$ cat config.mk
export PLATFORM = sky130hd
export DESIGN_NAME = word_link_board
export DESIGN_NICKNAME = d
export VERILOG_FILES = /design/src/common/link_pkg.sv /design/src/pin_sync.sv /design/src/word_fifo.sv /design/src/word_link_board.sv
export SDC_FILE = /design/constraint.sdc
export NUM_CORES = 1
export LEC_CHECK = 0
export ABC_AREA = 1
export BUFFER_PORTS_ARGS = -buffer_cell sky130_fd_sc_hd__buf_2
export CAP_MARGIN = 10
export CORE_MARGIN = 2
export CORE_UTILIZATION = 60
export CTS_CLUSTER_DIAMETER = 100
export DETAILED_ROUTE_END_ITERATION = 10
export HOLD_SLACK_MARGIN = 0.15
export PLACE_DENSITY = 0.78
export SLEW_MARGIN = 10
export SYNTH_ARGS = -nofsm -noshare
export SYNTH_HDL_FRONTEND = slang
export SYNTH_SLANG_ARGS = --single-unit
$ cat constraint.sdc
create_clock -name SYS_CLK -period 3.4 [get_ports SYS_CLK]
set_clock_uncertainty 0.15 [all_clocks]
set_input_delay 0.51 -clock SYS_CLK [delete_from_list [all_inputs] [get_ports SYS_CLK]]
set_output_delay 0.51 -clock SYS_CLK [all_outputs]
set_load 0.05 [all_outputs]
$ cat src/common/link_pkg.sv
// constants, codes and types shared by the word link board and its helpers
package link_pkg;

    localparam int WORD_W = 16;
    localparam int FIFO_DEPTH = 16;
    localparam logic [WORD_W-1:0] WORD_RESET = 16'h0000;

    // -----------------------------------------------------------------
    // select codes
    // -----------------------------------------------------------------
    localparam logic [5:0] DEV_LINK_HD = 6'h1E;
    localparam logic [5:0] DEV_LINK_RX = 6'h20;
    localparam logic [5:0] DEV_LINK_TX = 6'h21;
    localparam int HD_MASK_BIT = 6;

    // -----------------------------------------------------------------
    // command codes
    // -----------------------------------------------------------------
    typedef enum logic [1:0] {
        XFER_NONE = 2'h0,
        XFER_READ = 2'h1,
        XFER_WRITE = 2'h2,
        XFER_FLAGS = 2'h3
    } xfer_t;

    typedef enum logic [1:0] {
        FN_NONE = 2'h0,
        FN_START = 2'h1,
        FN_CLEAR = 2'h2,
        FN_PULSE = 2'h3
    } func_t;

    // kind of an entry sent over the link
    typedef enum logic [1:0] {
        K_FD_DATA = 2'h0,
        K_FD_CTRL = 2'h1,
        K_HD_DATA = 2'h2,
        K_HD_CTRL = 2'h3
    } kind_t;

    localparam int ENTRY_W = 2 + 2 + WORD_W;

    // -----------------------------------------------------------------
    // interlock arbitration
    // -----------------------------------------------------------------
    typedef enum logic [1:0] {
        ST_IDLE = 2'h0,
        ST_ARB = 2'h1
    } arb_state_t;

    localparam int CLK_PERIOD_NS = 50;
    localparam int ARB_SETTLE_NS = 400;
    localparam int ARB_SETTLE_CYC = (ARB_SETTLE_NS + CLK_PERIOD_NS - 1) / CLK_PERIOD_NS;
    localparam int ARB_CNT_W = 4;
    localparam logic [ARB_CNT_W-1:0] ARB_LOAD = ARB_CNT_W'(ARB_SETTLE_CYC - 1);
    localparam logic [ARB_CNT_W-1:0] ARB_ZERO = 4'h0;
    localparam logic [ARB_CNT_W-1:0] ARB_STEP = 4'h1;

    localparam int SYNC_W = 4;

endpackage

$ cat src/pin_sync.sv
// three-stage synchroniser; a change is taken once stages two and three agree
`timescale 1ns/10ps
`default_nettype none
module pin_sync #(
    parameter int W = 1
) (
    input wire logic clk,
    input wire logic rst_n,
    input wire logic [W-1:0] d,
    output logic [W-1:0] q
);
    logic [W-1:0] s1_q;
    logic [W-1:0] s2_q;
    logic [W-1:0] s3_q;
    logic [W-1:0] q_q;
    wire [W-1:0] agree = ~(s2_q ^ s3_q);
    wire [W-1:0] q_d = (q_q & ~agree) | (s3_q & agree);

    always_ff @(posedge clk) begin
        if (!rst_n) begin
            s1_q <= '0;
            s2_q <= '0;
            s3_q <= '0;
            q_q <= '0;
        end else begin
            s1_q <= d;
            s2_q <= s1_q;
            s3_q <= s2_q;
            q_q <= q_d;
        end
    end

    assign q = q_q;
endmodule
`default_nettype wire

$ cat src/word_fifo.sv
// first-in first-out word store with valid and ready on both sides
`timescale 1ns/10ps
`default_nettype none
module word_fifo #(
    parameter int WIDTH = 20,
    parameter int DEPTH = 16
) (
    input wire logic clk,
    input wire logic rst_n,
    input wire logic in_valid,
    output logic in_ready,
    input wire logic [WIDTH-1:0] in_data,
    output logic out_valid,
    input wire logic out_ready,
    output logic [WIDTH-1:0] out_data
);
    localparam int AW = $clog2(DEPTH);
    logic [WIDTH-1:0] mem [DEPTH];
    logic [AW:0] wr_q;
    logic [AW:0] rd_q;
    wire full = (wr_q[AW] != rd_q[AW]) && (wr_q[AW-1:0] == rd_q[AW-1:0]);
    wire empty = (wr_q == rd_q);
    wire push = in_valid && !full;
    wire pop = out_ready && !empty;

    always_ff @(posedge clk) begin
        if (!rst_n) begin
            wr_q <= '0;
            rd_q <= '0;
        end else begin
            wr_q <= push ? wr_q + 1'b1 : wr_q;
            rd_q <= pop ? rd_q + 1'b1 : rd_q;
        end
    end

    // storage needs no reset; only pointers say what is valid
    always_ff @(posedge clk) begin
        if (push) begin
            mem[wr_q[AW-1:0]] <= in_data;
        end
    end

    assign in_ready = !full;
    assign out_valid = !empty;
    assign out_data = mem[rd_q[AW-1:0]];
endmodule
`default_nettype wire

$ cat src/word_link_board.sv
// one board of the two-computer word link: duplex ports and interlock port
`timescale 1ns/10ps
`default_nettype none
module word_link_board #(
    parameter bit PRIMARY = 1'b0,
    parameter int FIFO_DEPTH = link_pkg::FIFO_DEPTH
) (
    input wire logic SYS_CLK,
    input wire logic RST_N,
    input wire logic IO_STROBE,
    input wire logic [5:0] IO_DEV,
    input wire logic [1:0] IO_XFER,
    input wire logic [1:0] IO_FUNC,
    input wire logic [15:0] IO_WDATA,
    output logic IO_READY,
    output logic [15:0] IO_RDATA,
    output logic IO_RVALID,
    output logic RX_BUSY,
    output logic RX_DONE,
    output logic TX_BUSY,
    output logic TX_DONE,
    output logic IL_BUSY,
    output logic IL_DONE,
    output logic RX_IRQ,
    output logic TX_IRQ,
    output logic IL_IRQ,
    output logic LNK_OUT_REQ,
    output logic [1:0] LNK_OUT_KIND,
    output logic [1:0] LNK_OUT_FUNC,
    output logic [15:0] LNK_OUT_DATA,
    input wire logic LNK_OUT_ACK,
    input wire logic LNK_IN_REQ,
    input wire logic [1:0] LNK_IN_KIND,
    input wire logic [1:0] LNK_IN_FUNC,
    input wire logic [15:0] LNK_IN_DATA,
    output logic LNK_IN_ACK,
    output logic LNK_IL_BUSY,
    output logic LNK_IL_REQ,
    input wire logic LNK_PEER_IL_BUSY,
    input wire logic LNK_PEER_IL_REQ
);
    localparam int EW = link_pkg::ENTRY_W;
    localparam int WW = link_pkg::WORD_W;

    // -----------------------------------------------------------------
    // partner pins
    // -----------------------------------------------------------------
    logic [link_pkg::SYNC_W-1:0] sync_q;
    pin_sync #(.W(link_pkg::SYNC_W)) u_sync (
        .clk(SYS_CLK),
        .rst_n(RST_N),
        .d({LNK_OUT_ACK, LNK_IN_REQ, LNK_PEER_IL_BUSY, LNK_PEER_IL_REQ}),
        .q(sync_q)
    );
    wire out_ack_s = sync_q[3];
    wire in_req_s = sync_q[2];
    wire peer_il_busy_s = sync_q[1];
    wire peer_il_req_s = sync_q[0];

    // -----------------------------------------------------------------
    // state
    // -----------------------------------------------------------------
    logic rx_busy_q;
    logic rx_busy_d;
    logic rx_done_q;
    logic rx_done_d;
    logic peer_tx_q;
    logic peer_tx_d;
    logic tx_busy_q;
    logic tx_busy_d;
    logic tx_done_q;
    logic tx_done_d;
    logic il_busy_q;
    logic il_busy_d;
    logic il_done_q;
    logic il_done_d;
    logic il_req_q;
    logic il_req_d;
    logic [WW-1:0] rx_buf_q;
    logic [WW-1:0] hd_buf_q;
    logic [WW-1:0] rdata_q;
    logic rvalid_q;
    logic out_req_q;
    logic in_ack_q;
    logic [EW-1:0] out_entry_q;
    logic [link_pkg::ARB_CNT_W-1:0] arb_cnt_q;
    logic [link_pkg::ARB_CNT_W-1:0] arb_cnt_d;
    link_pkg::arb_state_t state_q;
    link_pkg::arb_state_t state_d;

    // -----------------------------------------------------------------
    // command decode
    // -----------------------------------------------------------------
    logic fifo_in_ready;
    wire arb_idle = (state_q == link_pkg::ST_IDLE);
    // no command is taken while the link queue is full or an arbitration runs
    assign IO_READY = fifo_in_ready && arb_idle;
    wire cmd = IO_STROBE && IO_READY;
    wire rx_cmd = cmd && (IO_DEV == link_pkg::DEV_LINK_RX);
    wire tx_cmd = cmd && (IO_DEV == link_pkg::DEV_LINK_TX);
    wire hd_cmd = cmd && (IO_DEV == link_pkg::DEV_LINK_HD);
    wire fn_s = (IO_FUNC == link_pkg::FN_START);
    wire fn_c = (IO_FUNC == link_pkg::FN_CLEAR);
    wire fn_p = (IO_FUNC == link_pkg::FN_PULSE);
    wire x_read = (IO_XFER == link_pkg::XFER_READ);
    wire x_write = (IO_XFER == link_pkg::XFER_WRITE);
    wire x_flags = (IO_XFER == link_pkg::XFER_FLAGS);

    wire rx_start = rx_cmd && fn_s;
    wire rx_clear = rx_cmd && fn_c;
    wire tx_start = tx_cmd && fn_s;
    wire tx_clear = tx_cmd && fn_c;
    // clear-flags ignores its function code entirely
    wire hd_flags = hd_cmd && x_flags;
    wire hd_write = hd_cmd && x_write;
    wire hd_clear = hd_cmd && !x_flags && fn_c;
    wire hd_pulse = hd_cmd && !x_flags && fn_p;
    wire hd_start = hd_cmd && !x_flags && fn_s && !il_busy_q;

    // -----------------------------------------------------------------
    // outbound entries
    // -----------------------------------------------------------------
    wire rx_ack_push = rx_clear || (rx_start && rx_busy_q);
    wire tx_data_push = tx_cmd && x_write;
    wire tx_ctrl_push = tx_start && !x_write;
    wire hd_ctrl_push = (hd_clear || hd_pulse) && !x_write;
    wire push = rx_ack_push || tx_data_push || tx_ctrl_push || hd_write || hd_ctrl_push;

    // word travels together with its flag effect in the same entry, so the
    // partner never sees done before the buffer holds the word
    wire [1:0] push_kind = tx_data_push ? link_pkg::K_FD_DATA :
                           (rx_ack_push || tx_ctrl_push) ? link_pkg::K_FD_CTRL :
                           hd_write ? link_pkg::K_HD_DATA : link_pkg::K_HD_CTRL;
    wire [1:0] push_func = rx_ack_push ? link_pkg::FN_CLEAR :
                           tx_ctrl_push ? link_pkg::FN_START : IO_FUNC;
    wire [EW-1:0] push_entry = {push_kind, push_func, IO_WDATA};

    logic fifo_out_valid;
    logic [EW-1:0] fifo_out_data;
    wire out_idle = (out_req_q == out_ack_s);
    wire out_take = fifo_out_valid && out_idle;

    word_fifo #(.WIDTH(EW), .DEPTH(FIFO_DEPTH)) u_fifo (
        .clk(SYS_CLK),
        .rst_n(RST_N),
        .in_valid(push),
        .in_ready(fifo_in_ready),
        .in_data(push_entry),
        .out_valid(fifo_out_valid),
        .out_ready(out_idle),
        .out_data(fifo_out_data)
    );

    // -----------------------------------------------------------------
    // inbound entries
    // -----------------------------------------------------------------
    // kind, function and word are held steady by the sender from the edge on which
    // its request toggles until our acknowledge returns, so they are read
    // without a synchroniser once the toggle is seen
    wire in_new = (in_req_s != in_ack_q);
    wire in_fd_data = in_new && (LNK_IN_KIND == link_pkg::K_FD_DATA);
    wire in_fd_ctrl = in_new && (LNK_IN_KIND == link_pkg::K_FD_CTRL);
    wire in_hd_data = in_new && (LNK_IN_KIND == link_pkg::K_HD_DATA);
    wire in_hd_any = in_hd_data || (in_new && (LNK_IN_KIND == link_pkg::K_HD_CTRL));
    wire peer_tx_start = (in_fd_data || in_fd_ctrl) && (LNK_IN_FUNC == link_pkg::FN_START);
    wire peer_tx_ack = in_fd_ctrl && (LNK_IN_FUNC == link_pkg::FN_CLEAR);
    wire peer_hd_clear = in_hd_any && (LNK_IN_FUNC == link_pkg::FN_CLEAR);
    wire peer_hd_pulse = in_hd_any && (LNK_IN_FUNC == link_pkg::FN_PULSE);

    // -----------------------------------------------------------------
    // interlock arbitration
    // -----------------------------------------------------------------
    // both boards raise a request and wait long enough to see each
    // other's; on a tie only the primary board keeps it
    wire arb_end = (state_q == link_pkg::ST_ARB) && (arb_cnt_q == link_pkg::ARB_ZERO);
    wire arb_win = arb_end && !peer_il_busy_s && (PRIMARY || !peer_il_req_s);
    wire arb_go = hd_start && !peer_il_busy_s;

    always_comb begin
        state_d = state_q;
        arb_cnt_d = arb_cnt_q;
        il_req_d = il_req_q;
        unique case (state_q)
            link_pkg::ST_IDLE: begin
                if (arb_go) begin
                    state_d = link_pkg::ST_ARB;
                    arb_cnt_d = link_pkg::ARB_LOAD;
                    il_req_d = 1'b1;
                end
            end
            link_pkg::ST_ARB: begin
                arb_cnt_d = arb_cnt_q - link_pkg::ARB_STEP;
                if (arb_end) begin
                    state_d = link_pkg::ST_IDLE;
                    arb_cnt_d = link_pkg::ARB_ZERO;
                    il_req_d = 1'b0;
                end
            end
            default: begin
                state_d = link_pkg::ST_IDLE;
                il_req_d = 1'b0;
            end
        endcase
    end

    // -----------------------------------------------------------------
    // flag updates; partner events are applied after local commands, so
    // an interlock set that arrives with a local clear wins; a duplex done is not set
    // -----------------------------------------------------------------
    wire peer_tx_after = peer_tx_q && !rx_ack_push;

    always_comb begin
        rx_busy_d = rx_busy_q;
        rx_done_d = rx_done_q;
        peer_tx_d = peer_tx_after;
        if (rx_start) begin
            rx_busy_d = 1'b1;
            rx_done_d = peer_tx_after;
        end
        if (rx_clear) begin
            rx_busy_d = 1'b0;
            rx_done_d = 1'b0;
        end
        if (peer_tx_start) begin
            peer_tx_d = 1'b1;
            rx_done_d = rx_done_d || rx_busy_d;
        end
    end

    always_comb begin
        tx_busy_d = tx_busy_q;
        tx_done_d = tx_done_q;
        if (tx_start) begin
            tx_busy_d = 1'b1;
            tx_done_d = 1'b0;
        end
        if (tx_clear) begin
            tx_busy_d = 1'b0;
            tx_done_d = 1'b0;
        end
        if (peer_tx_ack) begin
            tx_done_d = tx_busy_d;
            tx_busy_d = 1'b0;
        end
    end

    always_comb begin
        il_busy_d = il_busy_q;
        il_done_d = il_done_q;
        if (hd_clear || hd_pulse) begin
            il_done_d = 1'b0;
        end
        if (hd_flags) begin
            il_busy_d = 1'b0;
            il_done_d = 1'b0;
        end
        if (peer_hd_clear) begin
            il_busy_d = 1'b0;
        end
        // a win landing with a crossing clear is kept: the set wins
        if (arb_win) begin
            il_busy_d = 1'b1;
        end
        if (peer_hd_pulse) begin
            il_done_d = 1'b1;
        end
    end

    // -----------------------------------------------------------------
    // data path
    // -----------------------------------------------------------------
    wire rd_rx = rx_cmd && x_read;
    wire rd_hd = hd_cmd && x_read;
    wire [WW-1:0] rdata_d = rd_rx ? rx_buf_q :
                            rd_hd ? hd_buf_q : link_pkg::WORD_RESET;
    // a local write lands after a crossing one in the same cycle
    wire [WW-1:0] hd_buf_d = hd_write ? IO_WDATA :
                             in_hd_data ? LNK_IN_DATA : hd_buf_q;
    wire [WW-1:0] rx_buf_d = in_fd_data ? LNK_IN_DATA : rx_buf_q;

    always_ff @(posedge SYS_CLK) begin
        if (!RST_N) begin
            rx_buf_q <= link_pkg::WORD_RESET;
            hd_buf_q <= link_pkg::WORD_RESET;
            rdata_q <= link_pkg::WORD_RESET;
            rvalid_q <= 1'b0;
        end else begin
            rx_buf_q <= rx_buf_d;
            hd_buf_q <= hd_buf_d;
            rdata_q <= (rd_rx || rd_hd || hd_flags) ? rdata_d : rdata_q;
            rvalid_q <= rd_rx || rd_hd || hd_flags;
        end
    end

    always_ff @(posedge SYS_CLK) begin
        if (!RST_N) begin
            rx_busy_q <= 1'b0;
            rx_done_q <= 1'b0;
            peer_tx_q <= 1'b0;
            tx_busy_q <= 1'b0;
            tx_done_q <= 1'b0;
            il_busy_q <= 1'b0;
            il_done_q <= 1'b0;
        end else begin
            rx_busy_q <= rx_busy_d;
            rx_done_q <= rx_done_d;
            peer_tx_q <= peer_tx_d;
            tx_busy_q <= tx_busy_d;
            tx_done_q <= tx_done_d;
            il_busy_q <= il_busy_d;
            il_done_q <= il_done_d;
        end
    end

    always_ff @(posedge SYS_CLK) begin
        if (!RST_N) begin
            state_q <= link_pkg::ST_IDLE;
            arb_cnt_q <= link_pkg::ARB_ZERO;
            il_req_q <= 1'b0;
        end else begin
            state_q <= state_d;
            arb_cnt_q <= arb_cnt_d;
            il_req_q <= il_req_d;
        end
    end

    // toggle handshakes: one entry in flight each way
    always_ff @(posedge SYS_CLK) begin
        if (!RST_N) begin
            out_req_q <= 1'b0;
            out_entry_q <= '0;
            in_ack_q <= 1'b0;
        end else begin
            out_req_q <= out_take ? !out_req_q : out_req_q;
            out_entry_q <= out_take ? fifo_out_data : out_entry_q;
            in_ack_q <= in_new ? !in_ack_q : in_ack_q;
        end
    end

    // -----------------------------------------------------------------
    // outputs
    // -----------------------------------------------------------------
    assign IO_RDATA = rdata_q;
    assign IO_RVALID = rvalid_q;
    assign RX_BUSY = rx_busy_q;
    assign RX_DONE = rx_done_q;
    assign TX_BUSY = tx_busy_q;
    assign TX_DONE = tx_done_q;
    assign IL_BUSY = il_busy_q;
    assign IL_DONE = il_done_q;
    assign RX_IRQ = rx_done_q;
    assign TX_IRQ = tx_done_q;
    assign IL_IRQ = il_done_q;
    assign LNK_OUT_REQ = out_req_q;
    assign LNK_OUT_KIND = out_entry_q[EW-1 -: 2];
    assign LNK_OUT_FUNC = out_entry_q[EW-3 -: 2];
    assign LNK_OUT_DATA = out_entry_q[WW-1:0];
    assign LNK_IN_ACK = in_ack_q;
    assign LNK_IL_BUSY = il_busy_q;
    assign LNK_IL_REQ = il_req_q;
endmodule
`default_nettype wire

== Word-level counts from Yosys, hierarchy flattened ==
Memories as Yosys holds them, arrays and structs flattened. A register that Yosys moved wholly into a read port is not among the register bits.
Cells that the tools add are included.

* Register bits: 91
* Bits in writable memories: 320
* Input bits: 53
* Output and inout bits: 51
* Word-level logic and storage cells: 165
* Memories: 1

{| class="wikitable"
|+ Memory list
! name !! words !! width !! rd ports !! clocked after memory_dff !! write ports !! RTL line !! text
|-
| u_fifo.mem || 16 || 20 || 1 || 1 || 1 || word_fifo.sv:18 || <nowiki>logic [WIDTH-1:0] mem [DEPTH];</nowiki>
|}

* $add $sub $neg: 3
* Equality and inequality tests: 23
* Mux-type cells: 37
* Bitwise operators: 7
* Reduce and logical (&&, ||, !) cells: 72

{| class="wikitable"
|+ Operators by type and width
! cell !! count
|-
| $mux W16 || 4
|-
| $logic_and A1 B1 Y1 || 38
|-
| $mux W1 || 22
|-
| $eq A2 B2 Y1 const B || 8
|-
| $eq A6 B6 Y1 const B || 2
|-
| $logic_or A1 B1 Y1 || 12
|-
| $mux W2 || 6
|-
| $logic_not A1 Y1 || 11
|-
| $add A5 B1 Y5 const B || 2
|-
| $eq A2 B1 Y1 const B || 5
|-
| $reduce_bool A3 Y1 || 3
|-
| $and A4 B4 Y4 || 2
|-
| $mux W4 || 2
|-
| $not A4 Y4 || 2
|-
| $pmux W4 S2 || 1
|-
| $eq A6 B5 Y1 const B || 1
|-
| $eq A5 B5 Y1 || 1
|-
| $eq A4 B4 Y1 || 1
|-
| $logic_not A2 Y1 || 2
|-
| $logic_not A4 Y1 || 1
|-
| $or A4 B4 Y4 || 1
|-
| $pmux W2 S2 || 1
|-
| $reduce_and A2 Y1 || 2
|-
| $reduce_bool A2 Y1 || 2
|-
| 9 further kinds || 10
|}

== Depth between registers and ports, before layout ==
* Depth in word-level cells: 16
* Mapped depth: 14
* Mapped depth without buffers: 13

== Cells and area by module ==
From an unflattened synthesis, not the netlist that was laid out.

* Cells, all modules: 1759
* Area total of the unflattened synthesis: 18260.0 um2

{| class="wikitable"
|+ By module, submodules not included
! module !! times used !! cells an instance !! area each (um2) !! seq. area each (um2)
|-
| word_fifo || 1 || 1141 || 13805.7 || 9889.5
|-
| word_link_board || 1 || 565 || 3977.6 || 1661.6
|-
| pin_sync || 1 || 53 || 476.7 || 320.3
|}

== Worst setup path after synthesis ==
OpenSTA, ideal clock, no wires.

* Kind: reg2reg
* Start: reg state_q[0]
* End: mem u_fifo.mem[0][0], enable pin
* Arrival time: 2.391 ns
* Required time: 2.853 ns
* Path slack: 0.462 ns
* Stages on the path, launching flop included: 8
* Path buffers: 0
* Clock period less this slack: 2.938 ns
* Cell sequence: dfxtp_1 inv_1 nand4_4 nor2_1 o21ai_2 nand4_4 nand2_1 nor2_1

* Cells in the longest elaborated chain, start to end: 14

{| class="wikitable"
|+ Ends and longest elaborated chain
! what !! RTL line !! text
|-
| start: declaration || word_link_board.sv:88 || <nowiki>link_pkg::arb_state_t state_q;</nowiki>
|-
| start signal: assignment || word_link_board.sv:317 || <nowiki>state_q <= link_pkg::ST_IDLE;</nowiki>
|-
| start signal: assignment || word_link_board.sv:321 || <nowiki>state_q <= state_d;</nowiki>
|-
| $logic_not A2 Y1 (*) || word_link_board.sv:95 || <nowiki>wire arb_idle = (state_q == link_pkg::ST_IDLE);</nowiki>
|-
| $logic_and A1 B1 Y1 (*) || word_link_board.sv:97 || <nowiki>assign IO_READY = fifo_in_ready && arb_idle;</nowiki>
|-
| $logic_and A1 B1 Y1 (*) || word_link_board.sv:98 || <nowiki>wire cmd = IO_STROBE && IO_READY;</nowiki>
|-
| $logic_and A1 B1 Y1 || word_link_board.sv:99 || <nowiki>wire rx_cmd = cmd && (IO_DEV == link_pkg::DEV_LINK_RX);</nowiki>
|-
| $logic_and A1 B1 Y1 || word_link_board.sv:109 || <nowiki>wire rx_start = rx_cmd && fn_s;</nowiki>
|-
| $logic_and A1 B1 Y1 || word_link_board.sv:123 || <nowiki>wire rx_ack_push = rx_clear || (rx_start && rx_busy_q);</nowiki>
|-
| $logic_or A1 B1 Y1 || word_link_board.sv:123 ||
|-
| $logic_or A1 B1 Y1 (3 in a row) || word_link_board.sv:127 || <nowiki>wire push = rx_ack_push || tx_data_push || tx_ctrl_push || hd_write || hd_ctrl_push;</nowiki>
|-
| $logic_or A1 B1 Y1 (*) || word_link_board.sv:127 ||
|-
| $logic_and A1 B1 Y1 (*) || word_fifo.sv:23 || <nowiki>wire push = in_valid && !full;</nowiki>
|-
| $mux W1 (*) || word_fifo.sv:38 || <nowiki>if (push) begin</nowiki>
|-
| $mux W1 (implied by the code) (*) || word_fifo.sv:39 || <nowiki>mem[wr_q[AW-1:0]] <= in_data;</nowiki>
|-
| end: declaration || word_fifo.sv:18 ||
|}

Every way passes the cells marked *; elsewhere a longest branch is shown, timed or not.

== Worst setup path after layout ==
* Start: reg u_fifo.rd_q[2]
* End: mem u_fifo.mem[6][19], enable pin

* Cells in the longest elaborated chain, start to end: 16

{| class="wikitable"
|+ Ends and longest elaborated chain
! what !! RTL line !! text
|-
| start: declaration || word_fifo.sv:20 || <nowiki>logic [AW:0] rd_q;</nowiki>
|-
| start signal: assignment || word_fifo.sv:32 || <nowiki>rd_q <= pop ? rd_q + 1'b1 : rd_q;</nowiki>
|-
| $eq A4 B4 Y1 (*) || word_fifo.sv:21 || <nowiki>wire full = (wr_q[AW] != rd_q[AW]) && (wr_q[AW-1:0] == rd_q[AW-1:0]);</nowiki>
|-
| $logic_and A1 B1 Y1 (*) || word_fifo.sv:21 ||
|-
| $logic_not A1 Y1 (*) || word_fifo.sv:23, word_fifo.sv:43 ||
|-
| $logic_and A1 B1 Y1 || word_link_board.sv:97 ||
|-
| $logic_and A1 B1 Y1 || word_link_board.sv:98 ||
|-
| $logic_and A1 B1 Y1 || word_link_board.sv:99 ||
|-
| $logic_and A1 B1 Y1 || word_link_board.sv:109 ||
|-
| $logic_and A1 B1 Y1 || word_link_board.sv:123 ||
|-
| $logic_or A1 B1 Y1 || word_link_board.sv:123 ||
|-
| $logic_or A1 B1 Y1 (4 in a row) || word_link_board.sv:127 ||
|-
| $logic_and A1 B1 Y1 (*) || word_fifo.sv:23 ||
|-
| $mux W1 (*) || word_fifo.sv:38 ||
|-
| $mux W1 (implied by the code) (*) || word_fifo.sv:39 ||
|}

Marks and branches as above.

==> flow_metrics.tcl <==
set metrics [dict create \
    critical-path-top-delay-family "simple AND/OR/NAND/NOR gates" \
    crit_top_cell "nand2_1" \
    wl_per_cell_um 20.11 \
    cp_slowest_cell "dfxtp_1" \
    core_area_mm2 0.02778 \
    cts.sinks 429 \
    place.gp.congestion 0.8933 \
    syn-num-nets 1521 \
    syn_area_per_cell_um2 11.60 \
    pwr_density_cell_mw_per_mm2 684.9 \
    final-hold-violation-count 0 \
    synth_top_family_by_area "compound AO/OA/AOI/OAI gates" \
    synthTopCellsByCount "320 x edfxtp_1, 232 x nor2_1, 204 x o21ai_0, 122 x nand2_1, 109 x dfxtp_1" \
    dieHeight_um 172.1 \
    root_buffer "clkbuf_16" \
    synth_fa_ha_area_share_pct 0.5166 \
    firstDrtPassIters 9 \
    cts.repair.resized 0 \
    syn2layout_area_growth_pct 14.86 \
    vias 12037 \
    synthDistinctLibCells 43 \
    finalCritPeriodShare_pct 85.94 \
    place_area_mm2 0.01784 \
    p_leak_nw 7.000 \
    critPathMaxFanout 17 \
    fp.dieArea_mm2 0.02962 \
    post-cts-setup-buffers 0 \
    required_ns 3.46 \
    insertion_delay_ns 0.53 \
    boundaryPins 104 \
    synth.ff_latch_count 429 \
    finalSetupTns_ns 0 \
    seqPwrFrac_pct 43.7 \
    start_util_pct 61.02 \
    drive_gt1_share_pct 16.29 \
    clkTransAtPathRegs_ns 0.06 \
    synth_most_common_cell "edfxtp_1" \
    swShare_pct 30.20 \
    topRoutingLayerUsed "met4" \
    via_per_inst 6.079 \
    outcome "completed" \
    diodes 0 \
    final_area_mm2 0.01947 \
    cp.arrival_ns 2.98 \
    grt_max_degree 163 \
    p_int_w 0.009309 \
    row_count 61 \
    crit_path_start_kind "flop" \
    regArea_mm2 0.01180 \
    synth.area.top_cells "edfxtp_1 57%, dfxtp_1 13%, o21ai_0 6.0%, nor2_1 5.1%, nand2_1 2.7%" \
    crit_path_max_incr_delay_ns 0.33 \
    fin_nets 1628 \
    drtIter0Drc 1589 \
    async_flop_share_pct 0 \
    syn_area_mm2 0.01695 \
    crit_buf_inv 2 \
    synthXorXnorAreaFrac_pct 0.3543 \
    critPathCaptureType "flop" \
    clockBufferDepth 3 \
    final.min_clock_period_ns 2.922 \
    worst_pin_slew_ns 0.8832 \
    switchingPower_w 0.004027 \
    multi_input_area_mm2 0.004526 \
    grt_pass1_vias 11608 \
    drtAntennaViolNets 0 \
    drc 0 \
    syn-instance-count 1461 \
    synth_flop_cell "edfxtp_1" \
    seq_area_frac_synth_pct 69.55 \
    cts_tree "yes" \
    fmax_ghz 0.3422 \
    numCtsBuffers 42 \
    io_buffers 103 \
    synth_warnings 0 \
    htreeDepth 2 \
    cap_violations 0 \
    pwr-share-comb_pct 20.8 \
    synth.top_cell.area_share_pct 56.68 \
    ir_worst_vdd_mv 0.5405 \
    path_cells "inv_2 > nand2_1 > nand2_1 > nor2_2 > nand3_4 > nand4_4 > nor2_1 > o21ai_2 > nand4_4 > nand2_1 > nor2_2 > buf_4" \
    route.met2.wl_um 20020 \
    hold_class "in2reg" \
    synth_compound_area_share_pct 14.67 \
    fill_cells 1905 \
    die_w_um 172.1 \
    synth-simple-area-share_pct 10.92 \
    finalSetupViolCount 0 \
    rsz0062_at_grt "false" \
    grt_pass1_wl_um 62200 \
    muxShareOfSynthArea_pct 0 \
    antenna_found_initial 0 \
    slew_viol_final 0 \
    slew_headroom_pct 41.12 \
    wl_met3_um 2731 \
    synth-edff-count 320 \
    pwr-share-clk_pct 35.5 \
    track_usage_pct 27.23 \
    met1_length_um 15860 \
    routed_wl_um 39810 \
    grt_overflow 0 \
    worstSetupPathType "reg2reg" \
    hpwl_um 23950 \
    worst_hold_slack_ns 0.1719 \
    yosysTopAreaCell "edfxtp_1" \
]
worst register-to-register path, cell delays in order, from the launching register on:
cell and delay [ns]:
dfxtp_1 0.33, inv_2 0.27, nand2_1 0.09, nand2_1 0.09
nor2_2 0.06, nand3_4 0.10, nand4_4 0.14, nor2_1 0.24
o21ai_2 0.19, nand4_4 0.16, nand2_1 0.19, nor2_2 0.28
buf_4 0.32
layout make-up:
type                            instances  share of cell area, %
Timing Repair Buffer                  156                  5.012
Sequential cell                       429                  60.58
Clock buffer                           64                  6.631
Clock inverter                         14                 0.7454
Inverter                               70                  1.362
Multi-Input combinational cell        869                  23.24
Tap cell                              378                  2.429
per-stage QoR:
stage | cells | power, W | util [%] | setup slack [ns]
final | 1980 | 0.01334 | 70.09 | 0.4779
after global routing | 1980 | 0.01383 | 70.09 | 0.2961
after CTS | 1980 | 0.01335 | 70.09 | 0.5052
after detailed placement | 1882 | 0.008638 | 64.20 | 0.4650
after global placement | 1882 | 0.008564 | 64.20 | 0.5435
after floorplan | 1461 | 0.007800 | - | 0.4624
sequential cells by signal, summed over array words and instances (netlist names), 4 cells and up, named ones only:
| register | count |
|---|---|
| u_sync.s1_q | 4 |
| arb_cnt_q | 4 |
| rx_buf_q | 16 |
| out_entry_q | 20 |
| u_sync.s2_q | 4 |
| u_sync.s3_q | 4 |
| hd_buf_q | 16 |
| u_fifo.rd_q | 5 |
| u_fifo.wr_q | 5 |
| IO_RDATA | 16 |
| u_fifo.mem | 320 |
path summary, 6_finish.rpt:
| path | start | end | slack [ns] | cells past startpoint |
|---|---|---|---|---|
| hold / removal | LNK_IN_KIND[1] | RX_DONE | 0.17 | 4 |
| setup reg to reg | u_fifo.rd_q[2] | u_fifo.mem[6][19] | 0.48 | 12 |
| setup / recovery | u_fifo.rd_q[2] | u_fifo.mem[6][19] | 0.48 | 12 |
| hold reg to reg | u_sync.s1_q[1] | u_sync.s2_q[1] | 0.26 | 2 |
kinds of logic after synthesis:
family / count (synthesis)
flops: 429
compound gates: 426
xor+xnor: 6
simple gates: 430
buf+inv: 163
fa+ha+maj: 7
placed cells by master (no fill, tap or decap), types with 3 or more instances in the layout:
cell,netlist,layout
clkbuf_1,75,9
inv_2,8,8
a221oi_1,17,17
a21oi_2,4,4
dlygate4sd3_1,0,20
nand4_1,9,9
clkinv_1,0,4
o21ai_0,204,204
edfxtp_1,320,320
o221ai_1,35,35
clkbuf_8,0,7
bufinv_16,0,3
nand3_1,43,43
nor2_2,3,19
o211ai_1,11,11
nand2_2,8,8
nor2_1,232,216
dfxtp_1,109,107
o21a_1,3,3
clkinv_2,0,5
a21oi_1,90,90
clkbuf_16,0,46
xor2_1,3,3
inv_1,61,61
buf_2,7,103
buf_4,7,32
o21ai_1,6,6
o22ai_1,45,45
a211oi_1,3,3
ha_1,7,7
nand2_1,122,122
a31oi_2,5,5
power groups by stage:
| stage | clock network [W] | registers, W | logic [W] |
|---|---|---|---|
| 6_report | 0.00474 | 0.00582 | 0.00277 |
| 5_1_grt | 0.00499 | 0.00583 | 0.00300 |
| 4_1_cts | 0.00477 | 0.00582 | 0.00276 |
| 3_5_place_dp | 0 | 0.00593 | 0.00271 |
| 3_3_place_gp | 0 | 0.00593 | 0.00264 |
| 2_1_floorplan | 0 | 0.00623 | 0.00156 |
per-layer routing:
| metal | global-route usage, % | vias up |
|---|---|---|
| met5 | 0 | - |
| met4 | 9.755 | 0 |
| met3 | 4.120 | 101 |
| met2 | 45.40 | 576 |
| met1 | 36.78 | 5863 |
| li1 | - | 5497 |
what timing repair did:
item                                   4_1_cts  5_1_grt
setup endpoints to repair                    0        0
hold buffers                                20        0
endpoints found under the hold margin       19        0
Power figures use the tool's default switching activity.
